`config.mk`:
```
export PLATFORM = sky130hd
export DESIGN_NAME = bpi_tester_top
export DESIGN_NICKNAME = d
export VERILOG_FILES = /design/src/bpi_pkg.sv /design/src/bpi_tester_top.sv
export SDC_FILE = /design/constraint.sdc
export NUM_CORES = 1
export LEC_CHECK = 0
export BUFFER_PORTS_ARGS = -buffer_cell sky130_fd_sc_hd__buf_4
export CAP_MARGIN = 30
export CORE_UTILIZATION = 56
export DETAILED_ROUTE_END_ITERATION = 8
export PLACE_DENSITY = 0.81
export REMOVE_ABC_BUFFERS = 1
export SLEW_MARGIN = 20
export SYNTH_ARGS = -nofsm -noshare
export SYNTH_HDL_FRONTEND = slang
export SYNTH_SLANG_ARGS = --single-unit
```
`constraint.sdc`:
```
create_clock -name clk_i -period 12.9 [get_ports clk_i]
set_input_delay 1.935 -clock clk_i [delete_from_list [all_inputs] [get_ports clk_i]]
set_output_delay 1.935 -clock clk_i [all_outputs]
set_load 0.05 [all_outputs]
```
`src/bpi_pkg.sv`:
```
package bpi_pkg;

   // ------------------------------------------------------------
   // register byte offsets
   // ------------------------------------------------------------
   localparam logic [7:0] OFS_CTRL1 = 8'h00;   // tester_control_one
   localparam logic [7:0] OFS_ATTACH = 8'h04;  // tester_attach_control
   localparam logic [7:0] OFS_TXSEL = 8'h08;   // tx_slot_select
   localparam logic [7:0] OFS_RXSEL = 8'h0C;   // rx_slot_select
   localparam logic [7:0] OFS_PATTERN = 8'h10; // pattern_word_byte0 and up
   localparam logic [7:0] OFS_ALTCNT = 8'h14;  // alt_word_repeat_count
   localparam logic [7:0] OFS_BITCNT = 8'h18;  // bit_count_byte0 and up
   localparam logic [7:0] OFS_ERRCNT = 8'h1C;  // error_count_byte0 and up
   localparam logic [7:0] OFS_INFO = 8'h20;    // tester_event_info
   localparam logic [7:0] OFS_INSCTRL = 8'h24; // insert_rate_control
   localparam logic [7:0] OFS_QTY = 8'h28;     // error_quantity
   localparam logic [7:0] OFS_INSSEL = 8'h2C;  // insertion channel select
   localparam logic [7:0] OFS_REMAIN = 8'h30;  // errors_remaining

   // ------------------------------------------------------------
   // field positions
   // ------------------------------------------------------------
   localparam int C1_CLR = 0;      // counter_clear_toggle
   localparam int C1_MSK_CHG = 1;  // mask sync change event
   localparam int C1_MSK_ERR = 2;  // mask bit error event
   localparam int C1_MSK_OVF = 3;  // mask overflow event
   localparam int C1_MODE = 4;     // 3-bit pattern mode
   localparam int C1_LEN = 8;      // 5-bit repeat length minus one
   localparam int AT_ENA = 0;
   localparam int AT_DIR = 1;      // 0 network, 1 backplane
   localparam int AT_RFU = 2;      // rx_framing_bit_use
   localparam int AT_TFU = 3;      // tx_framing_bit_use
   localparam int AT_T1 = 4;
   localparam int IN_SYNC = 0;
   localparam int IN_CHG = 1;
   localparam int IN_ERR = 2;
   localparam int IN_BCO = 3;      // bit_count_overflow
   localparam int IN_ECO = 4;      // error_count_overflow
   localparam int IN_OVF = 5;
   localparam int IC_RATE = 0;     // 4-bit insert_rate_field
   localparam int IC_CONT = 4;
   localparam int IC_LOAD = 7;     // load_error_quantity
   localparam int IC_CHSEL = 8;

   // ------------------------------------------------------------
   // reset values and counts
   // ------------------------------------------------------------
   localparam logic [31:0] PATTERN_RST = 32'hFFFFFFFF;
   localparam logic [31:0] SEED_RST = 32'hFFFFFFFF;
   localparam logic [7:0] ALTCNT_RST = 8'h01;
   localparam logic [5:0] LOCK_GOOD_M1 = 6'h1F;  // 32 good bits to lock
   localparam logic [2:0] LOSE_ERRS_M1 = 3'h5;   // 6 errors per window
   localparam logic [4:0] RATE_SHIFT = 5'h03;    // rate 1 is 1 in 16
   localparam int INS_CNT_W = 19;

   typedef enum logic [2:0] {
      BPI_PRBS7, BPI_PRBS11, BPI_PRBS15, BPI_QRSS, BPI_REPEAT, BPI_ALTWORD
   } bpi_mode_t;

   typedef enum logic {BPI_HUNT, BPI_LOCK} bpi_sync_t;

   // one bit position of a serial stream
   typedef struct packed {
      logic en;          // bit strobe
      logic data;
      logic fbit;        // framing bit position
      logic frame;       // first bit of a frame
      logic [4:0] slot;  // channel number
   } bpi_stream_t;

   // position inside a repeating or alternating pattern
   typedef struct packed {
      logic wsel;
      logic [7:0] cnt;
      logic [4:0] idx;
   } bpi_ptr_t;

   // ------------------------------------------------------------
   // shared decoders
   // ------------------------------------------------------------
   // next pseudorandom bit from history, newest bit at [31]
   function automatic logic bpi_prbs(input logic [31:0] h, input bpi_mode_t m);
      logic b;
      b = 1'b0;
      unique case (m)
         BPI_PRBS7: b = h[26] ^ h[25];
         BPI_PRBS11: b = h[23] ^ h[21];
         BPI_PRBS15: b = h[18] ^ h[17];
         BPI_QRSS: b = h[15] ^ h[12];
         default: b = 1'b0;
      endcase
      return b;
   endfunction

   // advance a pattern position by one bit
   function automatic bpi_ptr_t bpi_step(input bpi_ptr_t p, input logic rep,
                                         input logic [4:0] len_m1,
                                         input logic [7:0] words);
      bpi_ptr_t n;
      n = p;
      if (rep) begin
         n.idx = (p.idx == len_m1) ? 5'h00 : p.idx + 5'h01;
      end else if (p.idx[3:0] == 4'hF) begin
         n.idx = 5'h00;
         if (p.cnt + 8'h01 == words) begin
            n.cnt = 8'h00;
            n.wsel = ~p.wsel;
         end else begin
            n.cnt = p.cnt + 8'h01;
         end
      end else begin
         n.idx = p.idx + 5'h01;
      end
      return n;
   endfunction

   // write data merged under byte enables
   function automatic logic [31:0] bpi_merge(input logic [31:0] old,
                                             input logic [31:0] wd,
                                             input logic [3:0] be);
      logic [31:0] r;
      r = old;
      for (int i = 0; i < 4; i++) begin
         if (be[i]) begin
            r[i*8 +: 8] = wd[i*8 +: 8];
         end
      end
      return r;
   endfunction

endpackage

```
`src/bpi_tester_top.sv`:
```
// Local design decisions: the placing of the registers and the Avalon-MM slave port.
`timescale 1ns/1ns
// Summary of operation
// - generate and lock onto 2E7, 2E11, 2E15 and QRSS sequences
// - repeating user pattern of 1 to 32 bits, sent and checked
// - two alternating 16-bit words, swapping after 1 to 256 words
// - checker holds a 32-bit bit count and 24-bit error count
// - events: sync change, bit error, overflow of either counter
// - each event masked by its own bit in tester_control_one
// - direction bit attaches tester to network or backplane side
// - tx and rx slot selectors map tester into chosen channels
// - in T1, framing bit position usable per direction by enable bits
// - alt words: first in low half, second in high half, repeated by count
// - locked bit counter counts every bit, saturates, sets overflow flag
// - locked error counter counts errored bits, saturates, sets overflow
// - 0 to 1 transition of counter clear bit clears both counters
// - insertion only on transmit path in T1, whole frame or channels
// - last bit of each rate interval inverted, 1 in 16 flips sixteenth
// - framing bits not counted and never corrupted
// - rate change takes effect only at a frame boundary
// - rate field zero inserts nothing even when continuous
// - counted mode starts on 0 to 1 transition of load bit
// - quantity is ten bits up to 1023, zero means none
// - remaining errors readable anytime, decrements per error inserted in counted mode
module bpi_tester_top
   import bpi_pkg::*;
#(
   parameter int BIT_CNT_W = 32,
   parameter int ERR_CNT_W = 24
) (
   input wire logic clk_i,
   input wire logic rstn_i,
   input wire logic [7:0] avs_address_i,
   input wire logic avs_read_i,
   input wire logic avs_write_i,
   input wire logic [31:0] avs_writedata_i,
   input wire logic [3:0] avs_byteenable_i,
   output logic [31:0] avs_readdata_o,
   output logic avs_waitrequest_o,
   input wire bpi_stream_t tx_i,
   input wire bpi_stream_t rx_i,
   output logic tx_data_o,
   output logic tx_valid_o,
   output logic rx_data_o,
   output logic rx_valid_o,
   output logic sync_o
);

   if (BIT_CNT_W < 2 || BIT_CNT_W > 32 || ERR_CNT_W < 2 || ERR_CNT_W > 32) begin : g_chk
      $error("counter widths must lie between 2 and 32");
   end

   localparam logic [BIT_CNT_W-1:0] BIT_MAX = '1;
   localparam logic [ERR_CNT_W-1:0] ERR_MAX = '1;

   // ------------------------------------------------------------
   // reset release
   // ------------------------------------------------------------
   logic rs1_r;
   logic rst_n;

   // two-stage release of the async reset
   always_ff @(posedge clk_i or negedge rstn_i) begin
      if (!rstn_i) begin
         rs1_r <= 1'b0;
         rst_n <= 1'b0;
      end else begin
         rs1_r <= 1'b1;
         rst_n <= rs1_r;
      end
   end

   // ------------------------------------------------------------
   // register bus
   // ------------------------------------------------------------
   logic wait_r;
   logic [31:0] rdata_r;
   logic [12:0] ctrl1_r;
   logic [4:0] attach_r;
   logic [31:0] txsel_r;
   logic [31:0] rxsel_r;
   logic [31:0] pattern_r;
   logic [7:0] altcnt_r;
   logic [8:0] insctrl_r;
   logic [9:0] qty_r;
   logic [31:0] inssel_r;
   logic [BIT_CNT_W-1:0] bitcnt_r;
   logic [ERR_CNT_W-1:0] errcnt_r;
   logic [9:0] remain_r;
   logic chg_evt_r, err_evt_r, ovf_evt_r, bco_r, eco_r;
   bpi_sync_t state_r;
   wire [7:0] ofs = {avs_address_i[7:2], 2'b00};
   wire wr_fire = avs_write_i && !wait_r;
   wire rd_take = avs_read_i && wait_r;
   wire [5:0] info_word = {ovf_evt_r, eco_r, bco_r, err_evt_r, chg_evt_r,
                           state_r == BPI_LOCK};
   wire [31:0] bitcnt_word = 32'(bitcnt_r);
   wire [31:0] errcnt_word = 32'(errcnt_r);

   // read selection, unmapped offsets read zero
   wire [31:0] rd_data =
      (ofs == OFS_CTRL1) ? {19'h0, ctrl1_r} :
      (ofs == OFS_ATTACH) ? {27'h0, attach_r} :
      (ofs == OFS_TXSEL) ? txsel_r :
      (ofs == OFS_RXSEL) ? rxsel_r :
      (ofs == OFS_PATTERN) ? pattern_r :
      (ofs == OFS_ALTCNT) ? {24'h0, altcnt_r} :
      (ofs == OFS_BITCNT) ? bitcnt_word :
      (ofs == OFS_ERRCNT) ? errcnt_word :
      (ofs == OFS_INFO) ? {26'h0, info_word} :
      (ofs == OFS_INSCTRL) ? {23'h0, insctrl_r} :
      (ofs == OFS_QTY) ? {22'h0, qty_r} :
      (ofs == OFS_INSSEL) ? inssel_r :
      (ofs == OFS_REMAIN) ? {22'h0, remain_r} : 32'h00000000;
   wire [31:0] wr_word = bpi_merge(rd_data, avs_writedata_i, avs_byteenable_i);
   wire info_clr = rd_take && (ofs == OFS_INFO);

   // one wait cycle per access, read data captured with it
   always_ff @(posedge clk_i or negedge rst_n) begin
      if (!rst_n) begin
         wait_r <= 1'b1;
         rdata_r <= 32'h00000000;
      end else begin
         wait_r <= !((avs_read_i || avs_write_i) && wait_r);
         if (rd_take) begin
            rdata_r <= rd_data;
         end
      end
   end

   // writable registers
   always_ff @(posedge clk_i or negedge rst_n) begin
      if (!rst_n) begin
         ctrl1_r <= 13'h0000;
         attach_r <= 5'h00;
         txsel_r <= 32'h00000000;
         rxsel_r <= 32'h00000000;
         pattern_r <= PATTERN_RST;
         altcnt_r <= ALTCNT_RST;
         insctrl_r <= 9'h000;
         qty_r <= 10'h000;
         inssel_r <= 32'h00000000;
      end else if (wr_fire) begin
         if (ofs == OFS_CTRL1) ctrl1_r <= wr_word[12:0];
         if (ofs == OFS_ATTACH) attach_r <= wr_word[4:0];
         if (ofs == OFS_TXSEL) txsel_r <= wr_word;
         if (ofs == OFS_RXSEL) rxsel_r <= wr_word;
         if (ofs == OFS_PATTERN) pattern_r <= wr_word;
         if (ofs == OFS_ALTCNT) altcnt_r <= wr_word[7:0];
         if (ofs == OFS_INSCTRL) insctrl_r <= wr_word[8:0];
         if (ofs == OFS_QTY) qty_r <= wr_word[9:0];
         if (ofs == OFS_INSSEL) inssel_r <= wr_word;
      end
   end

   // ------------------------------------------------------------
   // path attachment and pattern generator
   // ------------------------------------------------------------
   bpi_mode_t mode;
   assign mode = bpi_mode_t'(ctrl1_r[C1_MODE +: 3]);
   wire [4:0] len_m1 = ctrl1_r[C1_LEN +: 5];
   wire is_rep = (mode == BPI_REPEAT);
   wire is_pat = is_rep || (mode == BPI_ALTWORD);
   wire t1 = attach_r[AT_T1];
   wire dir_bp = attach_r[AT_DIR];
   wire ena = attach_r[AT_ENA];
   // generator drives tx toward network or rx toward backplane
   bpi_stream_t gen_s, chk_s;
   assign gen_s = dir_bp ? rx_i : tx_i;
   assign chk_s = dir_bp ? tx_i : rx_i;
   wire gen_ok = gen_s.fbit ? (t1 && attach_r[AT_TFU]) : txsel_r[gen_s.slot];
   wire chk_ok = chk_s.fbit ? (t1 && attach_r[AT_RFU]) : rxsel_r[chk_s.slot];
   wire gen_step = ena && gen_s.en && gen_ok;
   wire chk_step = ena && chk_s.en && chk_ok;

   logic [31:0] gen_hist_r;
   bpi_ptr_t gen_ptr_r, ref_ptr_r;
   // pattern bit: low half is first word, high half second
   wire gen_pbit = is_rep ? pattern_r[gen_ptr_r.idx] :
                   pattern_r[{gen_ptr_r.wsel, gen_ptr_r.idx[3:0]}];
   wire gen_bit = is_pat ? gen_pbit : bpi_prbs(gen_hist_r, mode);
   wire bpi_ptr_t gen_ptr_nxt = bpi_step(gen_ptr_r, is_rep, len_m1, altcnt_r);

   // generator history and pattern position
   always_ff @(posedge clk_i or negedge rst_n) begin
      if (!rst_n) begin
         gen_hist_r <= SEED_RST;
         gen_ptr_r <= '0;
      end else if (gen_step) begin
         gen_hist_r <= {gen_bit, gen_hist_r[31:1]};
         gen_ptr_r <= gen_ptr_nxt;
      end
   end

   // ------------------------------------------------------------
   // receive checker
   // ------------------------------------------------------------
   logic [31:0] chk_hist_r;
   logic [5:0] good_r;
   logic [5:0] win_r;
   logic [2:0] errs_r;
   wire [31:0] hist_nxt = {chk_s.data, chk_hist_r[31:1]};
   wire ref_bit = pattern_r[{ref_ptr_r.wsel, ref_ptr_r.idx[3:0]}];
   wire rep_bit = chk_hist_r[5'h1F - len_m1];
   wire exp_bit = is_rep ? rep_bit :
                  (mode == BPI_ALTWORD) ? ref_bit : bpi_prbs(chk_hist_r, mode);
   wire bit_err = chk_s.data ^ exp_bit;
   // first word then second word seen: position after one second word
   wire align = (mode == BPI_ALTWORD) && (state_r == BPI_HUNT) && (hist_nxt == pattern_r);
   wire bpi_ptr_t align_ptr = bpi_step('{wsel: 1'b1, cnt: 8'h00, idx: 5'h0F},
                                       1'b0, len_m1, altcnt_r);
   wire bpi_ptr_t ref_ptr_nxt = bpi_step(ref_ptr_r, 1'b0, len_m1, altcnt_r);
   wire locked = (state_r == BPI_LOCK);
   wire go_lock = !locked && !bit_err && (good_r == LOCK_GOOD_M1);
   wire go_hunt = locked && bit_err && (errs_r == LOSE_ERRS_M1);
   wire sync_chg = chk_step && (go_lock || go_hunt);

   // synchroniser: lock on 32 good bits, lose on 6 errors in 64
   always_ff @(posedge clk_i or negedge rst_n) begin
      if (!rst_n) begin
         state_r <= BPI_HUNT;
         chk_hist_r <= 32'h00000000;
         ref_ptr_r <= '0;
         good_r <= 6'h00;
         win_r <= 6'h00;
         errs_r <= 3'h0;
      end else if (chk_step) begin
         // once locked the history runs on expected bits, so one bad bit counts once
         chk_hist_r <= locked ? {exp_bit, chk_hist_r[31:1]} : hist_nxt;
         ref_ptr_r <= align ? align_ptr : ref_ptr_nxt;
         good_r <= bit_err ? 6'h00 : good_r + 6'h01;
         win_r <= locked ? win_r + 6'h01 : 6'h00;
         errs_r <= (!locked || go_hunt || win_r == 6'h3F) ? 3'h0 : errs_r + {2'h0, bit_err};
         unique case (state_r)
            BPI_HUNT: if (go_lock) state_r <= BPI_LOCK;
            BPI_LOCK: if (go_hunt) state_r <= BPI_HUNT;
         endcase
      end
   end

   // ------------------------------------------------------------
   // bit and error counters, event flags
   // ------------------------------------------------------------
   logic clr_prev_r;
   wire clr_pulse = ctrl1_r[C1_CLR] && !clr_prev_r;
   wire cnt_bit = chk_step && locked;
   wire cnt_err = cnt_bit && bit_err;
   wire bco_set = cnt_bit && (bitcnt_r == BIT_MAX - 1'b1);
   wire eco_set = cnt_err && (errcnt_r == ERR_MAX - 1'b1);
   wire chg_set = sync_chg && !ctrl1_r[C1_MSK_CHG];
   wire err_set = cnt_err && !ctrl1_r[C1_MSK_ERR];
   wire ovf_set = (bco_set || eco_set) && !ctrl1_r[C1_MSK_OVF];

   // counters saturate at all ones
   always_ff @(posedge clk_i or negedge rst_n) begin
      if (!rst_n) begin
         clr_prev_r <= 1'b0;
         bitcnt_r <= '0;
         errcnt_r <= '0;
         bco_r <= 1'b0;
         eco_r <= 1'b0;
      end else begin
         clr_prev_r <= ctrl1_r[C1_CLR];
         if (clr_pulse) begin
            bitcnt_r <= '0;
            errcnt_r <= '0;
            bco_r <= 1'b0;
            eco_r <= 1'b0;
         end else begin
            if (cnt_bit && bitcnt_r != BIT_MAX) bitcnt_r <= bitcnt_r + 1'b1;
            if (cnt_err && errcnt_r != ERR_MAX) errcnt_r <= errcnt_r + 1'b1;
            if (bco_set) bco_r <= 1'b1;
            if (eco_set) eco_r <= 1'b1;
         end
      end
   end

   // latched events, read clears, a new event wins
   always_ff @(posedge clk_i or negedge rst_n) begin
      if (!rst_n) begin
         chg_evt_r <= 1'b0;
         err_evt_r <= 1'b0;
         ovf_evt_r <= 1'b0;
      end else begin
         chg_evt_r <= (chg_evt_r && !info_clr) || chg_set;
         err_evt_r <= (err_evt_r && !info_clr) || err_set;
         ovf_evt_r <= (ovf_evt_r && !info_clr) || ovf_set;
      end
   end

   // ------------------------------------------------------------
   // payload error inserter
   // ------------------------------------------------------------
   logic [3:0] rate_r;
   logic [INS_CNT_W-1:0] icnt_r;
   logic load_prev_r;
   wire load_pulse = insctrl_r[IC_LOAD] && !load_prev_r;
   wire cont = insctrl_r[IC_CONT];
   wire [4:0] rate_sh = {1'b0, rate_r} + RATE_SHIFT;
   wire [INS_CNT_W-1:0] icnt_last = (INS_CNT_W'(1) << rate_sh) - INS_CNT_W'(1);
   wire ins_chan = !insctrl_r[IC_CHSEL] || inssel_r[tx_i.slot];
   wire ins_count = tx_i.en && t1 && !tx_i.fbit && ins_chan && (rate_r != 4'h0);
   wire ins_flip = ins_count && (icnt_r == icnt_last) && (cont || remain_r != 10'h000);

   // rate follows the field only at the first bit of a frame
   always_ff @(posedge clk_i or negedge rst_n) begin
      if (!rst_n) begin
         rate_r <= 4'h0;
         icnt_r <= '0;
         load_prev_r <= 1'b0;
         remain_r <= 10'h000;
      end else begin
         load_prev_r <= insctrl_r[IC_LOAD];
         if (tx_i.en && tx_i.frame) rate_r <= insctrl_r[IC_RATE +: 4];
         if (ins_count) icnt_r <= (icnt_r == icnt_last) ? '0 : icnt_r + 1'b1;
         if (load_pulse) begin
            remain_r <= qty_r;
         end else if (ins_flip && !cont) begin
            remain_r <= remain_r - 10'h001;
         end
      end
   end

   // ------------------------------------------------------------
   // data path outputs
   // ------------------------------------------------------------
   wire tx_base = (!dir_bp && gen_step) ? gen_bit : tx_i.data;
   wire rx_base = (dir_bp && gen_step) ? gen_bit : rx_i.data;

   // registered streams, inserter acts on transmit only
   always_ff @(posedge clk_i or negedge rst_n) begin
      if (!rst_n) begin
         tx_data_o <= 1'b0;
         tx_valid_o <= 1'b0;
         rx_data_o <= 1'b0;
         rx_valid_o <= 1'b0;
         sync_o <= 1'b0;
      end else begin
         tx_valid_o <= tx_i.en;
         rx_valid_o <= rx_i.en;
         sync_o <= (state_r == BPI_LOCK);
         if (tx_i.en) tx_data_o <= tx_base ^ ins_flip;
         if (rx_i.en) rx_data_o <= rx_base;
      end
   end

   assign avs_readdata_o = rdata_r;
   assign avs_waitrequest_o = wait_r;

   // ------------------------------------------------------------
   // checks
   // ------------------------------------------------------------
   bitcnt_sat_a: assert property (@(posedge clk_i) disable iff (!rst_n)
      bitcnt_r == BIT_MAX && !clr_pulse |=> bitcnt_r == BIT_MAX && bco_r)
      else $error("bit counter left saturation");
   errcnt_inc_a: assert property (@(posedge clk_i) disable iff (!rst_n)
      cnt_err && errcnt_r != ERR_MAX && !clr_pulse |=> errcnt_r == $past(errcnt_r) + 1'b1)
      else $error("error counter missed an errored bit");
   cnt_clear_a: assert property (@(posedge clk_i) disable iff (!rst_n)
      clr_pulse |=> bitcnt_r == '0 && errcnt_r == '0 && !bco_r && !eco_r)
      else $error("counter clear did not clear");
   fbit_kept_a: assert property (@(posedge clk_i) disable iff (!rst_n)
      tx_i.en && tx_i.fbit |-> !ins_flip)
      else $error("framing bit corrupted");
   rate_zero_a: assert property (@(posedge clk_i) disable iff (!rst_n)
      rate_r == 4'h0 || !t1 |-> !ins_flip)
      else $error("error inserted with zero rate or outside T1");
   rate_frame_a: assert property (@(posedge clk_i) disable iff (!rst_n)
      !(tx_i.en && tx_i.frame) |=> rate_r == $past(rate_r))
      else $error("rate changed away from frame boundary");
   load_start_a: assert property (@(posedge clk_i) disable iff (!rst_n)
      load_pulse |=> remain_r == $past(qty_r))
      else $error("quantity not loaded on load edge");
   remain_dec_a: assert property (@(posedge clk_i) disable iff (!rst_n)
      ins_flip && !cont && !load_pulse |=> remain_r == $past(remain_r) - 10'h001
      && tx_data_o == !$past(tx_base))
      else $error("remaining count or inverted bit wrong");
   sync_event_a: assert property (@(posedge clk_i) disable iff (!rst_n)
      chg_set |=> chg_evt_r ##1 sync_o == locked)
      else $error("sync change not latched");
   ovf_event_a: assert property (@(posedge clk_i) disable iff (!rst_n)
      (bco_set || eco_set) && ctrl1_r[C1_MSK_OVF] && !ovf_evt_r |=> !ovf_evt_r)
      else $error("masked overflow was latched");

endmodule

```
==> metrics.md, run 1 <==
| Metric | Value |
|---|---|
| Unique cell type count in the Yosys netlist | 82 |
| Hold slack | 0.1689 ns |
| CTS root buffer | clkbuf_16 |
| CTS H-tree lvls | 2 |
| Busiest grt layer | met2 |
| CTS tree | built |
| CP Class | in2reg |
| Status | finished, final reports clean |
| WL final | 65060 um |
| Placed Instance Area | 23640 um2 |
| Die extent in x | 202.3 um |
| Worst Reg-to-Reg Cells | 11 |
| Clock tree buffer depth | 3 |
| CTS sink count | 404 |
| Gates resized, CTS repair | 0 |
| Peak supply drop | 0.09395 mV |
| Leak | 10.85 nW |
| Grt met2 use | 0.4841 |
| Layout area overhead | 11.99% |
| Share of cells above drive strength 1 | 0.2379 |
| Relative slew slack | 0.3160 |
| Max Cap Viol | 0 |
| WL/cell | 23.37 um |
| Number of diodes | 0 |
| Pwr per Cell Area | 121.8 nW/um2 |
| DR vias/cell | 6.594 |
| Gr usage total | 0.3219 |
| Worst-path fanout max | 49 |
| DR vias | 18357 |
| First-pass GRT wire length | 102300 um |
| Post-route antenna net violation count | 0 |
| Clock power share | 0.414 |
| CP endpoint kind | register |
| Initial antenna violation count | 0 |
| Setup Skew | 0.01937 ns |
| Final Hold Fails | 0 |
| Non-Filler Cell Area, Final | 25150 um2 |
| EDFF count, synth | 0 |
| Synth area leaders | dfrtp_1 (39%), mux2_2 (11%), dfstp_2 (6.3%) |
| Seq/Total Area, Yosys | 0.4531 |
| # IOs | 104 |
| Fmax | 183.1 MHz |
| Syn Inst Count | 2185 |
| Setup TNS | 0 ns |
| Row count | 72 |
| Met1 Track Usage GR | 0.4389 |
| Initial DRC count | 2284 |
| Switching pwr | 0.0008215 W |
| Seq pwr share | 0.474 |
| Fin crit share | 0.4234 |
| Clk_lat worst skew | 0.57 ns |
| Synth Warn # | 0 |
| Fin crit period | 5.462 ns |
| Die area | 40910 um2 |
| Hold Path Class | reg2async |
| Drc violations | 0 |
| Share of the synthesized area in the top cell type | 0.3900 |
| R2R Path End | errcnt_r[22] |
| Clock slew at reported path FFs | 0.06 ns |
| Pin count of the biggest net entering global routing | 181 |
| Syn Area/Cell | 10.28 um2 |
| DP Wirelength | 45690 um |
| Final Setup Violations | 0 |
| Share of flip-flops with an asynchronous set or reset | 1.000 |
| Final Net Count | 2314 |
| Commonest non-fill, non-tap cell in the layout | dfrtp_1 |
| CP Launch Type | input pin |
| Pins Over Slew Limit | 0 |
| Commonest non-fill, non-tap cells in the layout | dfrtp_1 (349), nand2_1 (234), mux2_2 (219) |
| Core area | 39100 um2 |
| RSZ-0062 raised after global routing | false |
| Die height | 202.3 um |
| Met3 Track Usage GR | 0.07997 |
| Critical path required time | 13.34 ns |
| CTS Buf Count | 44 |
| Seq cells post-synth | 404 |
| Initial Utilization | 0.5745 |
| Pint | 0.002243 W |
| Worst r2r src | attach_r[1] |
| Post-CTS Hold Buffers | 0 |
| Synth Flop Type | dfrtp_1 |
| Post-synth top area cell | dfrtp_1 |
| TritonRoute pass-1 iters | 6 |
| Final Util | 0.6434 |
| Worst EP arrival | 5.90 ns |
| R2R Setup Slk | 8.16 ns |
| Gate power share | 0.111 |
| Synthesized area | 22460 um2 |
| Final GP Congestion | 1.018 |
| I/O Buffers | 100 |
| Worst-margin pin slew | 1.026 ns |
| Vias in the first global route | 17951 |
| Sw Share | 0.2681 |
| Tot Pwr | 0.003065 W |
| GRT overflow | 0 |
| Setup Buffers After CTS | 0 |
power groups by stage:
stage               Clock [W]  Sequential [W]  Combinational [W]
floorplan                   0         0.00146           0.000196
global placement            0         0.00147           0.000315
detailed placement          0         0.00147           0.000330
CTS                   0.00128         0.00145           0.000331
global route          0.00134         0.00146           0.000372
finish                0.00127         0.00145           0.000341
registers in the layout, indices dropped and copies added, names as in the netlist, 9 cells and up:
signal,flops
avs_readdata_o,32
insctrl_r,9
txsel_r,32
gen_hist_r,20
rxsel_r,32
chk_hist_r,32
errcnt_r,24
bitcnt_r,32
icnt_r,19
pattern_r,32
remain_r,10
ctrl1_r,13
ref_ptr_r,13
gen_ptr_r,14
qty_r,10
inssel_r,32
per-layer routing:
metal | vias up | wire, um
li1 | 8103 | -
met1 | 8995 | 25910
met2 | 1066 | 28910
met3 | 193 | 7092
met4 | 0 | 3148
met5 | - | 0
cell type report:
class	count	area, um2
fillers	2999	13940
multi-input cells	1606	11640
flip-flops and latches	404	10180
clock buffers	71	1324
repair buffers	131	1072
well taps	518	648.1
inverters	45	168.9
clock inverters	9	123.9
cell usage after synthesis (all sizes together), types with 8 or more instances:
library cell  instances
a211oi                8
a21oi                57
a221oi               16
a22o                  9
a22oi                57
a31oi                14
and3                 23
and4                 10
buf                  37
clkbuf               95
dfrtp               350
dfstp                54
ha                   16
inv                  45
mux2                219
mux2i                53
mux4                 40
nand2               236
nand2b               19
nand3                97
nand4                37
nor2                140
nor2b                12
nor3                 45
nor4                 28
o211ai               13
o21ai               148
o22ai                15
o31ai                11
or2                   8
or3                  18
or4                   9
xnor2               102
xor2                 38
per-stage QoR:
step	std cells	setup slack, ns
after floorplan	2055	0.9007
after global placement	2697	7.152
after detailed placement	2700	6.969
after CTS	2780	7.575
after global routing	2784	7.318
final	2784	7.438
how the worst max path moves through the flow:
| stage | start | end | slack, ns | cells after the start |
|---|---|---|---|---|
| 2_1_floorplan | rst_n | altcnt_r[1] | 0.90 | 0 |
| 3_3_place_gp | tx_i[0] | errcnt_r[22] | 7.15 | 11 |
| 3_5_place_dp | tx_i[0] | errcnt_r[22] | 6.97 | 11 |
| 4_1_cts | tx_i[0] | errcnt_r[22] | 7.57 | 11 |
| 5_1_grt | tx_i[0] | errcnt_r[12] | 7.32 | 11 |
| 6_report | tx_i[0] | errcnt_r[22] | 7.44 | 11 |
critical path: stages:
cell and delay [ns]:
buf_4 0.23, mux2i_1 0.62, or2_2 0.22, a32o_1 0.18, o22a_1 0.13, o2111a_1 0.48
nand2_2 0.52, buf_4 0.48, nor4_4 0.64, a31oi_1 0.19, a41o_1 0.23
cells by family (layout without fill, tap and decap cells):
kind of cell               Yosys count  in the layout  synth area share
xor gates and xnor gates           140            140           0.05493
buffers and inverters              177            256           0.03097
AOI/OAI and AO/OA                  433            433            0.1277
other                                1              3         0.0001670
muxes                              312            312            0.1743
DFF                                404            404            0.4531
adders and majority gates           16             16          0.008913
and+or+nand+nor                    702            702            0.1500
(Power assumes the default switching activity.)
==> run 2, diff against run 1 <==
--- a/config.mk
+++ b/config.mk
@@ -7,9 +7,9 @@
 export LEC_CHECK = 0
 export BUFFER_PORTS_ARGS = -buffer_cell sky130_fd_sc_hd__buf_4
 export CAP_MARGIN = 30
-export CORE_UTILIZATION = 56
+export CORE_UTILIZATION = 62
 export DETAILED_ROUTE_END_ITERATION = 8
-export PLACE_DENSITY = 0.81
+export PLACE_DENSITY = 0.84
 export REMOVE_ABC_BUFFERS = 1
 export SLEW_MARGIN = 20
 export SYNTH_ARGS = -nofsm -noshare
==> constraint.sdc (replaced) <==
create_clock -name clk_i -period 5.5 [get_ports clk_i]
set_input_delay 0.825 -clock clk_i [delete_from_list [all_inputs] [get_ports clk_i]]
set_output_delay 0.825 -clock clk_i [all_outputs]
set_load 0.05 [all_outputs]
==> run 2 against run 1 <==
Clock power rose by 140%. Critical path depth fell by 4. Combinational power rose by 130%. Cell count fell by 1.8%. Wire length rose by 3.2%. Hold slack improved by 0.082 ns. Setup slack got worse by 6.4 ns. Clock skew rose by 0.0065 ns. Flip-flop and latch count did not move. Total power rose by 140%. Critical endpoint is now ref_ptr_r[10]. Largest cell class unchanged. Largest power group unchanged.
==> metrics.md, run 2 (synthesis gave the netlist of run 1 again) <==
| Metric | Value |
|---|---|
| Setup TNS | 0 ns |
| WL final | 67140 um |
| CP max-delay cell | dfrtp_1 |
| Die extent in x | 192.3 um |
| Final GP Congestion | 0.9777 |
| Pint | 0.005322 W |
| CTS H-tree lvls | 2 |
| TritonRoute pass-1 iters | 7 |
| Worst slack at placement | 1.200 ns |
| Fin crit share | 0.8061 |
| Pwr per Cell Area | 290.6 nW/um2 |
| WP buf/inv | 1 |
| Hold slack | 0.2512 ns |
| Initial antenna violation count | 1 |
| Final Hold Fails | 0 |
| Commonest non-fill, non-tap cells in the layout | dfrtp_1 (349), nand2_1 (234), mux2_2 (219) |
| First-pass GRT wire length | 102500 um |
| Initial Utilization | 0.6315 |
| Clock slew at reported path FFs | 0.06 ns |
| # IOs | 104 |
| DP Wirelength | 46370 um |
| Status | finished, final reports clean |
| Setup Buffers After CTS | 0 |
| Max Cap Viol | 0 |
| Clk_lat worst skew | 0.59 ns |
| Final Net Count | 2320 |
| Number of diodes | 0 |
| Final Util | 0.7077 |
| R2R Setup Slk | 1.07 ns |
| CTS sink count | 404 |
| Clock tree buffer depth | 3 |
| Worst-margin pin slew | 0.9672 ns |
| Post-route antenna net violation count | 0 |
| Die area | 36990 um2 |
| Drc violations | 0 |
| RSZ-0062 raised after global routing | false |
| Row count | 69 |
| I/O Buffers | 100 |
| Gate power share | 0.109 |
| CTS Buf Count | 44 |
| CP Class | reg2reg |
| Core area | 35570 um2 |
| Sw Share | 0.2725 |
| CP Launch Type | register |
| R2R Path End | ref_ptr_r[10] |
| Seq pwr share | 0.468 |
| Fin crit period | 4.434 ns |
| Vias in the first global route | 17815 |
| Clock power share | 0.423 |
| CTS tree | built |
| Relative slew slack | 0.3509 |
| Pins Over Slew Limit | 0 |
| Critical path required time | 5.96 ns |
| CTS root buffer | clkbuf_16 |
| Delay-heaviest family, CP | simple AND/OR/NAND/NOR gates |
| Final Setup Violations | 0 |
| Gr usage total | 0.3663 |
| GRT overflow | 0 |
| Final setup margin | 1.066 ns |
| Fmax | 225.6 MHz |
| Hold Path Class | reg2async |
| Worst Reg-to-Reg Cells | 7 |
| Gates resized, CTS repair | 0 |
| Die height | 192.3 um |
| Worst EP arrival | 4.89 ns |
| Layout area overhead | 12.08% |
| Pin count of the biggest net entering global routing | 194 |
| WL/cell | 24.55 um |
| Peak supply drop | 0.3816 mV |
| Worst r2r src | attach_r[1] |
| Share of cells above drive strength 1 | 0.2427 |
| Non-Filler Cell Area, Final | 25170 um2 |
| CP endpoint kind | register |
| Placed Instance Area | 23580 um2 |
| DR vias | 18662 |
| Commonest non-fill, non-tap cell in the layout | dfrtp_1 |
| Leak | 10.92 nW |
| DR vias/cell | 6.823 |
| Switching pwr | 0.001993 W |
| CP Cell Sequence | buf_4 > mux2i_1 > nor3_1 > o21ai_1 > nand3_1 > or2_1 > o41ai_1 |
| Setup Skew | 0.02590 ns |
| Initial DRC count | 2107 |
| Worst-path fanout max | 21 |
| Slowest stage delay, CP | 0.89 ns |
-- run 2: layout make-up --
class | instances | area [um2]
clock buffers | 64 | 1309
clock inverters | 18 | 200.2
fillers | 2522 | 10400
inverters | 45 | 168.9
multi-input cells | 1606 | 11630
flip-flops and latches | 404 | 10180
well taps | 461 | 576.8
repair buffers | 137 | 1110
-- run 2: worst register-to-register path, stage by stage, from the launching register on --
cell     delay, ns
dfrtp_1       0.89
buf_4         0.32
mux2i_1       0.66
nor3_1        0.14
o21ai_1       0.78
nand3_1       0.75
or2_1         0.51
o41ai_1       0.27
-- run 2: what timing repair did --
action                                 4_1_cts  5_1_grt
setup endpoints to repair                    0        0
hold buffers                                 1        0
endpoints found under the hold margin        2        0
-- run 2: power by group through the flow --
stage	registers, W	clock network [W]	logic, W
3_3_place_gp	0.00345	0	0.000741
3_5_place_dp	0.00346	0	0.000772
4_1_cts	0.00341	0.00312	0.000779
5_1_grt	0.00344	0.00323	0.000864
2_1_floorplan	0.00342	0	0.000461
6_report	0.00343	0.00309	0.000797
-- run 2: per-layer routing --
layer / wire length, um / track usage
met1: 26080 / 0.4943
met5: 0 / 0
met2: 30320 / 0.5598
met4: 3640 / 0.1829
met3: 7104 / 0.07983
-- run 2: per-stage QoR --
step,std cells,total power [W]
2_1_floorplan,2055,0.003877
3_3_place_gp,2644,0.004189
3_5_place_dp,2647,0.004230
4_1_cts,2730,0.007306
5_1_grt,2735,0.007535
6_report,2735,0.007315
-- run 2: worst max path at each step --
stage	from	end	slack [ns]	cells after the start
after floorplan	rst_n	altcnt_r[1]	-6.50	0
after global placement	avs_address_i[7]	insctrl_r[0]	1.20	11
after detailed placement	attach_r[1]	win_r[5]	1.20	11
after CTS	attach_r[1]	win_r[5]	1.20	11
after global routing	attach_r[1]	win_r[5]	0.88	11
final	attach_r[1]	ref_ptr_r[10]	1.07	7
